**src/ppm_pkg.sv**
```systemverilog
package ppm_pkg;
   // Power mode selection encoding in the power-mode control register
   localparam logic [1:0] PPM_SEL_FULL = 2'h0;
   localparam logic [1:0] PPM_SEL_DOZE = 2'h1;
   localparam logic [1:0] PPM_SEL_NAP  = 2'h2;
   localparam logic [1:0] PPM_SEL_SLEEP = 2'h3;
   localparam logic [1:0] PPM_RST_SEL  = 2'h0;

   typedef enum logic [2:0] {
      PPM_ST_FULL    = 3'h0,
      PPM_ST_DOZE    = 3'h1,
      PPM_ST_NAP     = 3'h2,
      PPM_ST_NAP_PCI = 3'h3,
      PPM_ST_SLEEP   = 3'h4
   } ppm_state_t;
endpackage

```
**src/ppm_power_mode_ctrl.sv**
```systemverilog
`timescale 1ns/1ns
// Notes on behaviour
// - Doze entered on software doze selection alone, no core handshake.
// - Doze and nap keep PCI decode, arbiter, refresh, interrupts, I2C, PLL on.
// - Nap or sleep only when selected and core quiesce request is high.
// - Sleep stops PCI decode, keeps arbiter; refresh and PLL follow disable bits.
// - Bus request and NMI monitoring, interrupts and I2C stay on in all modes.
// - Doze wakes on PCI memory access, bus request, NMI, interrupt or reset.
// - NMI wakes only while machine-check enable is set.
// - Sleep wakes on bus request, enabled NMI, interrupt or reset; not PCI.
// - PCI access during nap keeps the quiesce acknowledge asserted.
// - PCI access during nap is not passed to the core for snooping.
// - After a nap PCI access the logic returns to nap on its own.
// - Dropping quiesce acknowledge wakes the core.
// - Logic is fully static; state held through all modes.
module ppm_power_mode_ctrl
   import ppm_pkg::*;
(
   input  wire logic       mclk,
   input  wire logic       rstn,
   input  wire logic [1:0] power_mode_control_reg,
   input  wire logic       mcp_enable,
   input  wire logic       sleep_refresh_disable,
   input  wire logic       sleep_pll_disable,
   input  wire logic       core_quiesce_request,
   input  wire logic       pci_mem_access,
   input  wire logic       pci_access_done,
   input  wire logic       cpu_bus_request,
   input  wire logic       nmi_in,
   input  wire logic       irq_in,
   output logic            core_quiesce_acknowledge,
   output logic            pci_decode_en,
   output logic            pci_arbiter_en,
   output logic            refresh_en,
   output logic            pll_en,
   output logic            intc_en,
   output logic            i2c_en,
   output logic            req_monitor_en,
   output logic            snoop_en,
   output logic [2:0]      power_state
);
   ppm_state_t state;
   ppm_state_t next_state;
   logic       wake_common;
   logic       next_ack;
   logic       next_pci_decode;
   logic       next_refresh;
   logic       next_pll;
   logic       next_snoop;

   // Enabled NMI, bus request and interrupt wake every reduced mode
   assign wake_common = cpu_bus_request | irq_in | (nmi_in & mcp_enable);

   always_comb begin
      next_state = state;
      case (state)
         PPM_ST_FULL: begin
            if ((power_mode_control_reg == PPM_SEL_NAP) && core_quiesce_request) begin
               next_state = PPM_ST_NAP;
            end else if ((power_mode_control_reg == PPM_SEL_SLEEP) && core_quiesce_request) begin
               next_state = PPM_ST_SLEEP;
            end else if (power_mode_control_reg == PPM_SEL_DOZE) begin
               next_state = PPM_ST_DOZE;
            end
         end
         PPM_ST_DOZE: begin
            if (wake_common || pci_mem_access || power_mode_control_reg != PPM_SEL_DOZE) begin
               next_state = PPM_ST_FULL;
            end
         end
         PPM_ST_NAP: begin
            // Core dropping its request also ends nap, else ack would hang
            if (wake_common || !core_quiesce_request) begin
               next_state = PPM_ST_FULL;
            end else if (pci_mem_access) begin
               next_state = PPM_ST_NAP_PCI;
            end
         end
         PPM_ST_NAP_PCI: begin
            if (wake_common || !core_quiesce_request) begin
               next_state = PPM_ST_FULL;
            end else if (pci_access_done) begin
               next_state = PPM_ST_NAP;
            end
         end
         PPM_ST_SLEEP: begin
            // PCI memory access deliberately absent here
            if (wake_common || !core_quiesce_request) begin
               next_state = PPM_ST_FULL;
            end
         end
         default: next_state = PPM_ST_FULL;
      endcase
   end

   // Built from next_state so every output switches together with power_state
   always_comb begin
      next_ack        = (next_state == PPM_ST_NAP) || (next_state == PPM_ST_NAP_PCI)
                        || (next_state == PPM_ST_SLEEP);
      next_pci_decode = (next_state != PPM_ST_SLEEP);
      next_refresh    = (next_state != PPM_ST_SLEEP) || !sleep_refresh_disable;
      next_pll        = (next_state != PPM_ST_SLEEP) || !sleep_pll_disable;
      next_snoop      = (next_state == PPM_ST_FULL) || (next_state == PPM_ST_DOZE);
   end

   // Plain flops, no clock gating of state: contents survive every mode
   always_ff @(posedge mclk or negedge rstn) begin
      if (!rstn) begin
         state                    <= PPM_ST_FULL;
         core_quiesce_acknowledge <= 1'b0;
         pci_decode_en            <= 1'b1;
         refresh_en               <= 1'b1;
         pll_en                   <= 1'b1;
         snoop_en                 <= 1'b1;
         power_state              <= PPM_ST_FULL;
      end else begin
         state                    <= next_state;
         core_quiesce_acknowledge <= next_ack;
         pci_decode_en            <= next_pci_decode;
         refresh_en               <= next_refresh;
         pll_en                   <= next_pll;
         snoop_en                 <= next_snoop;
         power_state              <= next_state;
      end
   end

   // Always-on units, registered so outputs come from flops
   always_ff @(posedge mclk or negedge rstn) begin
      if (!rstn) begin
         pci_arbiter_en <= 1'b1;
         intc_en        <= 1'b1;
         i2c_en         <= 1'b1;
         req_monitor_en <= 1'b1;
      end else begin
         pci_arbiter_en <= 1'b1;
         intc_en        <= 1'b1;
         i2c_en         <= 1'b1;
         req_monitor_en <= 1'b1;
      end
   end

   a_nap_entry_qual: assert property (@(posedge mclk) disable iff (!rstn)
      (state == PPM_ST_FULL && next_state inside {PPM_ST_NAP, PPM_ST_SLEEP})
      |-> core_quiesce_request && power_mode_control_reg[1])
      else $error("nap or sleep entered without selection and request");
   a_doze_entry: assert property (@(posedge mclk) disable iff (!rstn)
      (state == PPM_ST_FULL && power_mode_control_reg == PPM_SEL_DOZE)
      |=> state == PPM_ST_DOZE)
      else $error("doze not entered");
   a_doze_pci_wake: assert property (@(posedge mclk) disable iff (!rstn)
      (state == PPM_ST_DOZE && pci_mem_access) |=> state == PPM_ST_FULL)
      else $error("doze did not wake on PCI access");
   a_nmi_gate: assert property (@(posedge mclk) disable iff (!rstn)
      (state == PPM_ST_SLEEP && nmi_in && !mcp_enable && !cpu_bus_request && !irq_in
       && core_quiesce_request) |=> state == PPM_ST_SLEEP)
      else $error("NMI woke sleep while machine check disabled");
   a_sleep_no_pci: assert property (@(posedge mclk) disable iff (!rstn)
      (state == PPM_ST_SLEEP && !wake_common && core_quiesce_request)
      |=> state == PPM_ST_SLEEP && !pci_decode_en)
      else $error("sleep left without wake event");
   a_nap_pci_ack: assert property (@(posedge mclk) disable iff (!rstn)
      (state == PPM_ST_NAP_PCI) |-> core_quiesce_acknowledge && !snoop_en)
      else $error("ack dropped or snoop on during nap PCI access");
   a_nap_return: assert property (@(posedge mclk) disable iff (!rstn)
      (state == PPM_ST_NAP_PCI && pci_access_done && !wake_common && core_quiesce_request)
      |=> state == PPM_ST_NAP)
      else $error("no return to nap after PCI access");
   a_wake_drops_ack: assert property (@(posedge mclk) disable iff (!rstn)
      (state inside {PPM_ST_NAP, PPM_ST_NAP_PCI, PPM_ST_SLEEP} && wake_common)
      |=> !core_quiesce_acknowledge)
      else $error("ack not dropped on wake");
   a_sleep_pll: assert property (@(posedge mclk) disable iff (!rstn)
      (state == PPM_ST_SLEEP && $past(state) == PPM_ST_SLEEP && !$past(sleep_pll_disable))
      |-> pll_en && pci_arbiter_en)
      else $error("PLL or arbiter stopped in sleep");

   // Unit enables are levels tied to the registered mode, checked every cycle
   a_doze_nap_units: assert property (@(posedge mclk) disable iff (!rstn)
      (state inside {PPM_ST_DOZE, PPM_ST_NAP, PPM_ST_NAP_PCI})
      |-> pci_decode_en && pci_arbiter_en && refresh_en && pll_en)
      else $error("unit stopped in doze or nap");
   a_always_on: assert property (@(posedge mclk) disable iff (!rstn)
      intc_en && i2c_en && req_monitor_en && pci_arbiter_en)
      else $error("always-on unit stopped");
   a_sleep_refresh: assert property (@(posedge mclk) disable iff (!rstn)
      (state == PPM_ST_SLEEP)
      |-> !pci_decode_en && (refresh_en == !$past(sleep_refresh_disable)))
      else $error("refresh or decode wrong in sleep");
   a_sleep_pll_off: assert property (@(posedge mclk) disable iff (!rstn)
      (state == PPM_ST_SLEEP) |-> (pll_en == !$past(sleep_pll_disable)))
      else $error("PLL does not follow its disable in sleep");
   a_full_refused: assert property (@(posedge mclk) disable iff (!rstn)
      (state == PPM_ST_FULL && power_mode_control_reg == PPM_SEL_NAP && !core_quiesce_request)
      |=> state == PPM_ST_FULL)
      else $error("nap entered without core request");
   a_doze_wake: assert property (@(posedge mclk) disable iff (!rstn)
      (state == PPM_ST_DOZE && (cpu_bus_request || irq_in || (nmi_in && mcp_enable)))
      |=> state == PPM_ST_FULL)
      else $error("doze did not wake on event");
   a_doze_hold: assert property (@(posedge mclk) disable iff (!rstn)
      (state == PPM_ST_DOZE && !wake_common && !pci_mem_access
       && power_mode_control_reg == PPM_SEL_DOZE) |=> state == PPM_ST_DOZE)
      else $error("doze state not held");
   a_nmi_wake: assert property (@(posedge mclk) disable iff (!rstn)
      (state inside {PPM_ST_NAP, PPM_ST_NAP_PCI, PPM_ST_SLEEP} && nmi_in && mcp_enable)
      |=> state == PPM_ST_FULL)
      else $error("enabled NMI did not wake");
   a_sleep_wake: assert property (@(posedge mclk) disable iff (!rstn)
      (state == PPM_ST_SLEEP && (cpu_bus_request || irq_in))
      |=> state == PPM_ST_FULL && !core_quiesce_acknowledge)
      else $error("sleep did not wake on request or interrupt");
   a_nap_pci_entry: assert property (@(posedge mclk) disable iff (!rstn)
      (state == PPM_ST_NAP && pci_mem_access && !wake_common && core_quiesce_request)
      |=> state == PPM_ST_NAP_PCI && core_quiesce_acknowledge)
      else $error("PCI access in nap dropped the acknowledge");
   a_snoop_level: assert property (@(posedge mclk) disable iff (!rstn)
      snoop_en == (state inside {PPM_ST_FULL, PPM_ST_DOZE}))
      else $error("snoop enable wrong for mode");
   a_ack_level: assert property (@(posedge mclk) disable iff (!rstn)
      core_quiesce_acknowledge == (state inside {PPM_ST_NAP, PPM_ST_NAP_PCI, PPM_ST_SLEEP}))
      else $error("acknowledge wrong for mode");
endmodule

```
**config.mk**
```make
export PLATFORM = sky130hd
export DESIGN_NAME = ppm_power_mode_ctrl
export DESIGN_NICKNAME = d
export VERILOG_FILES = /design/src/ppm_pkg.sv /design/src/ppm_power_mode_ctrl.sv
export SDC_FILE = /design/constraint.sdc
export NUM_CORES = 1
export LEC_CHECK = 0
export BUFFER_PORTS_ARGS = -buffer_cell sky130_fd_sc_hd__buf_2
export CAP_MARGIN = 0
export CORE_AREA = 2 2 39 41
export CTS_BUF_LIST = sky130_fd_sc_hd__clkbuf_8 sky130_fd_sc_hd__clkbuf_16
export DETAILED_ROUTE_END_ITERATION = 12
export DIE_AREA = 0 0 41 43
export PLACE_DENSITY = 0.6
export SYNTH_ARGS = -nofsm -noshare
export SYNTH_HDL_FRONTEND = slang
export SYNTH_SLANG_ARGS = --single-unit
```
**constraint.sdc**
```tcl
create_clock -name mclk -period 1.5 [get_ports mclk]
set_input_delay 0.15 -clock mclk [delete_from_list [all_inputs] [get_ports mclk]]
set_output_delay 0.15 -clock mclk [all_outputs]
set_load 0.02 [all_outputs]
```
---- After elaboration in Yosys (flattened, before gate mapping) ----
Index checks and enable logic that the tools add are counted.
W data, S select, Z words.
word-level totals
  register bits after elaboration ......... 8
  input port bits ......................... 13
  logic and storage cells ................. 47
cells by class
  equal/unequal tests ..................... 13
  multiplexer cells ....................... 10
  bitwise gates (word level) .............. 3
  reduce and logical (&&, ||, !) cells .... 15
operators by type and width
  operator              count
  $mux W3               9
  $pmux W3 S5           1
  $eq A3 B2 Y1 const B  4
  $logic_or A1 B1 Y1    8
  $eq A3 B1 Y1 const B  2
  $eq A3 B3 Y1 const B  2
  $logic_not A3 Y1      2
  $eq A2 B2 Y1 const B  2
  $logic_not A1 Y1      3
  $ne A3 B3 Y1 const B  1
  $eq A2 B1 Y1 const B  1
  $logic_and A1 B1 Y1   2
  $ne A2 B1 Y1 const B  1
  $or A1 B1 Y1          2
  $and A1 B1 Y1         1

---- Longest topological paths before layout ----
  depth after elaboration ................. 9
  mapped depth ............................ 3
  gate-level depth less buffers ........... 3

---- Worst setup path after synthesis ----
Ideal clock, no wire load.
  path type ............................... register to register
  start ................................... reg state[1]
  end ..................................... reg pll_en
  setup time .............................. 90 ps
  arrival ................................. 1,149 ps
  setup slack ............................. 261 ps
  cell stages (with the launch flop) ...... 4
  cell sequence ........................... dfrtp_1 or2_4 nor4_4 o21ai_0
on the way
  word-level cells in the longest chain between the ends .. 6
  elaborated cells on any way between the ends .. 17
  those cells by class .................... eq/ne (5); mux (10); reduce/logical (2)
RTL lines
  what                    line                        RTL
  start, declared         ppm_power_mode_ctrl.sv:42   ppm_state_t state;
  start signal, assigned  ppm_power_mode_ctrl.sv:117  state <= next_state;
  $mux W3                 ppm_power_mode_ctrl.sv:62   end else if (power_mode_control_reg == PPM_SEL_DOZE) begin
  $mux W3                 ppm_power_mode_ctrl.sv:60   end else if ((power_mode_control_reg == PPM_SEL_SLEEP) && core_quiesce_request) begin
  $mux W3                 ppm_power_mode_ctrl.sv:58   if ((power_mode_control_reg == PPM_SEL_NAP) && core_quiesce_request) begin
  $pmux W3 S5 (*)         ppm_power_mode_ctrl.sv:56   case (state)
  $ne A3 B3 Y1 (*)        ppm_power_mode_ctrl.sv:102  next_pll = (next_state != PPM_ST_SLEEP) || !sleep_pll_disable;
  $logic_or A1 B1 Y1 (*)  ppm_power_mode_ctrl.sv:102
  via next_pll            ppm_power_mode_ctrl.sv:48   logic next_pll;
  end signal, assigned    ppm_power_mode_ctrl.sv:121  pll_en <= next_pll;
  end, declared           ppm_power_mode_ctrl.sv:35   output logic pll_en,
Mark *: on every way through the listed nets, which the timed path passes. The rest lies on a longest branch.

---- Worst setup path after layout ----
Same ends and word-level chain as after synthesis.

==> out/results.tsv <==
stage	metric	value	unit
global_routing	grt_pass1_vias	309	
clocking	numCtsBuffers	3	
detailed_routing	num_vias	353	
sta	final-setup-viol-count	0	
clocking	htree_levels	1	
floorplan	die_width	41	um
synthesis	synthTopCellsByArea	dfstp_2 (25%), dfrtp_1 (24%), buf_4 (7.1%), nor4_4 (5.0%), a221oi_2 (3.5%)	
clocking	cts_root_buf	clkbuf_8	
final_layout	synthToLayoutAreaGrowth	36.0	%
setup_path	critPathLaunchType	register	
min_path	min_path_cells	2	
synthesis	avgSynthCellArea	11.5	um2
sta	maxSlewViolCount	0	
run	cap_violations	0	
sta	rsz0062_at_grt	no	
synthesis	synth_edf_count	0	
sta	final_hold_viol_count	0	
final_layout	final_nets	75	
pwr	p_leak	0.270	nW
detailed_routing	viasPerCell	4.64	
synthesis	synth_top_area_frac	0.248	
pwr	peakVddDrop	0.453	mV
setup_path	critPathCaptureType	register	
global_routing	overflow	0	
detailed_routing	post-route-drc-count	0	
clocking	cts_num_sinks	8	
clocking	clk_latency	0.23	ns
sta	finClkSkew	0.00149	ns
final_layout	diodes	0	
synthesis	synth_warnings	0	
setup_path	r2r_cells	3	
place	dp.cells	72	
sta	finalCriticalPeriod	1.26	ns
detailed_routing	post_drt_wl_per_cell	12.1	um
setup_path	arrival	1.40	ns
floorplan	row_count	14	
setup_path	reg2reg_to	pll_en$_DFF_PN1_	
final_layout	fin_cells	76	
place	portBuffers	20	
detailed_routing	drt_iter0_drc	4	
synthesis	synth-main-ff-cell	dfstp_2	
synthesis	syn_area	424	um2
synthesis	synth_top_area_cell	dfstp_2	
floorplan	coreArea	1380	um2
final_layout	multiInputGateArea	189	um2
synthesis	ys_seq_area_frac	0.484	
setup_path	crit_type	register to register	
global_routing	grt_pass1_wl	1310	um
clocking	post_cts_resized	0	
final_layout	fill_cells	141	
final_layout	drive_above_1_share	0.550	
global_routing	grt_use_total	0.122	
synthesis	synth_cell_types	23	
outcome	outcome	finished clean	
floorplan	ios	25	
floorplan	start_util	0.307	
clocking	clkSlewWorstSetupHoldPaths	0.04	ns
pwr	swShare	0.255	
pwr	power_frac_clock	0.432	
place	gp_congestion	0.673	
detailed_routing	final_antenna_net_count	0	
sta	max_freq	0.795	GHz
global_routing	grt_max_degree	10	
synthesis	ys_ff_latch	8	
sta	finalSetupTns	0	ns
setup_path	reg2reg_slack	0.24	ns
min_path	min_from	sleep_refresh_disable	
sta	period_share	0.838	
floorplan	die_h	43	um
min_path	hp-class	input port to register	
setup_path	crit_fanout	9	
min_path	min_to	refresh_en$_DFF_PN1_	
synthesis	synth_cells	37	
final_layout	seq_area	205	um2
place	dpl.hpwl	725	um
clocking	cts_tree	built	
clocking	clock_path_buffers	2	
floorplan	die_area	1760	um2
pwr	p_comb_frac	0.161	
setup_path	required	1.64	ns
detailed_routing	drt_first_pass_iters	3	
pwr	powerDensity	1030	nW/um2
synthesis	ys_async_sr_fraction	1.00	
global_routing	antenna_found_initial	0	
detailed_routing	routed_wl	922	um
pwr	net-switching-power	0.152	mW
setup_path	r2r-start	state[1]$_DFF_PN0_	
pwr	intPower	0.444	mW
pwr	pwr-share-seq	0.406	
==> critical path: stages, from the launching register on <==
cell	delay, ns
dfrtp_1	0.45
or2_4	0.30
nor4_4	0.27
o21ai_0	0.15
==> cell families after synthesis <==
family                 synth area share
AO/OA/AOI/OAI                     0.189
other                           0.00884
AND/OR/NAND/NOR                   0.221
buffers and inverters            0.0973
flip-flops                        0.484
==> final cells by class <==
type                    count  area share
repair buffers             21       0.191
well taps                  16      0.0347
inverters                   3      0.0195
multi-input cells          25       0.328
clock buffers               3      0.0716
flip-flops and latches      8       0.356
==> layer usage <==
metal | share of wire | track usage | vias up | wire (um)
li1 | - | - | 173 | -
met1 | 0.39 | 0.111 | 161 | 360
met2 | 0.51 | 0.197 | 19 | 473
met3 | 0.095 | 0.0785 | 0 | 88
met4 | 0 | 0.0600 | 0 | 0
met5 | 0 | 0 | - | 0
==> through the flow <==
step	utilization	hold slack, ns	cell area (um2)	setup WS, ns	power (mW)
after floorplan	-	-0.146	435	0.261	0.308
after global placement	0.380	-0.00329	526	0.274	0.338
after detailed placement	0.380	0.000387	526	0.262	0.340
after CTS	0.417	0.0617	577	0.257	0.608
after global routing	0.417	0.0703	577	0.177	0.637
final	0.417	0.0712	577	0.242	0.596
==> placed cells by master, fill, tap and decap left out, types with 2 or more instances in the layout <==
master and n:
dfrtp_1 4, buf_2 20, dfstp_2 4, nor2b_1 2, clkbuf_8 3, o21ai_0 2, nor2_1 2, inv_1 3
conb_1 4
==> state kept, by name, summed over array words and instances, names as in the netlist <==
register	count
snoop_en	1
pci_decode_en	1
core_quiesce_acknowledge	1
pll_en	1
state	3
refresh_en	1
==> synthesized netlist by cell type (2+ instances only) <==
library cell,instances
buf_4,4
dfrtp_1,4
dfstp_2,4
inv_1,3
nor2_1,2
nor2b_1,2
o21ai_0,2
==> worst max-delay path by stage <==
stage,slack [ns],endpoint,startpoint
after detailed placement,0.26,refresh_en$_DFF_PN1_,state[1]$_DFF_PN0_
final,0.24,pll_en$_DFF_PN1_,state[1]$_DFF_PN0_
after global routing,0.18,pll_en$_DFF_PN1_,state[1]$_DFF_PN0_
after floorplan,0.26,pll_en$_DFF_PN1_,state[1]$_DFF_PN0_
after global placement,0.27,pll_en$_DFF_PN1_,state[1]$_DFF_PN0_
after CTS,0.26,refresh_en$_DFF_PN1_,state[1]$_DFF_PN0_
==> timing repair <==
action	in CTS	in global routing
setup endpoints to repair	0	0
hold buffers	1	0
endpoints found under the hold margin	8	0
buffers inserted	0	0
==> power by group through the flow <==
| stage | registers [mW] | logic (mW) | clock network (mW) |
|---|---|---|---|
| 3_3_place_gp | 0.244 | 0.0931 | 0 |
| 5_1_grt | 0.244 | 0.105 | 0.288 |
| 3_5_place_dp | 0.245 | 0.0954 | 0 |
| 6_report | 0.242 | 0.0961 | 0.258 |
| 4_1_cts | 0.242 | 0.0976 | 0.268 |
| 2_1_floorplan | 0.259 | 0.0492 | 0 |
Power figures use the tool's default switching activity.
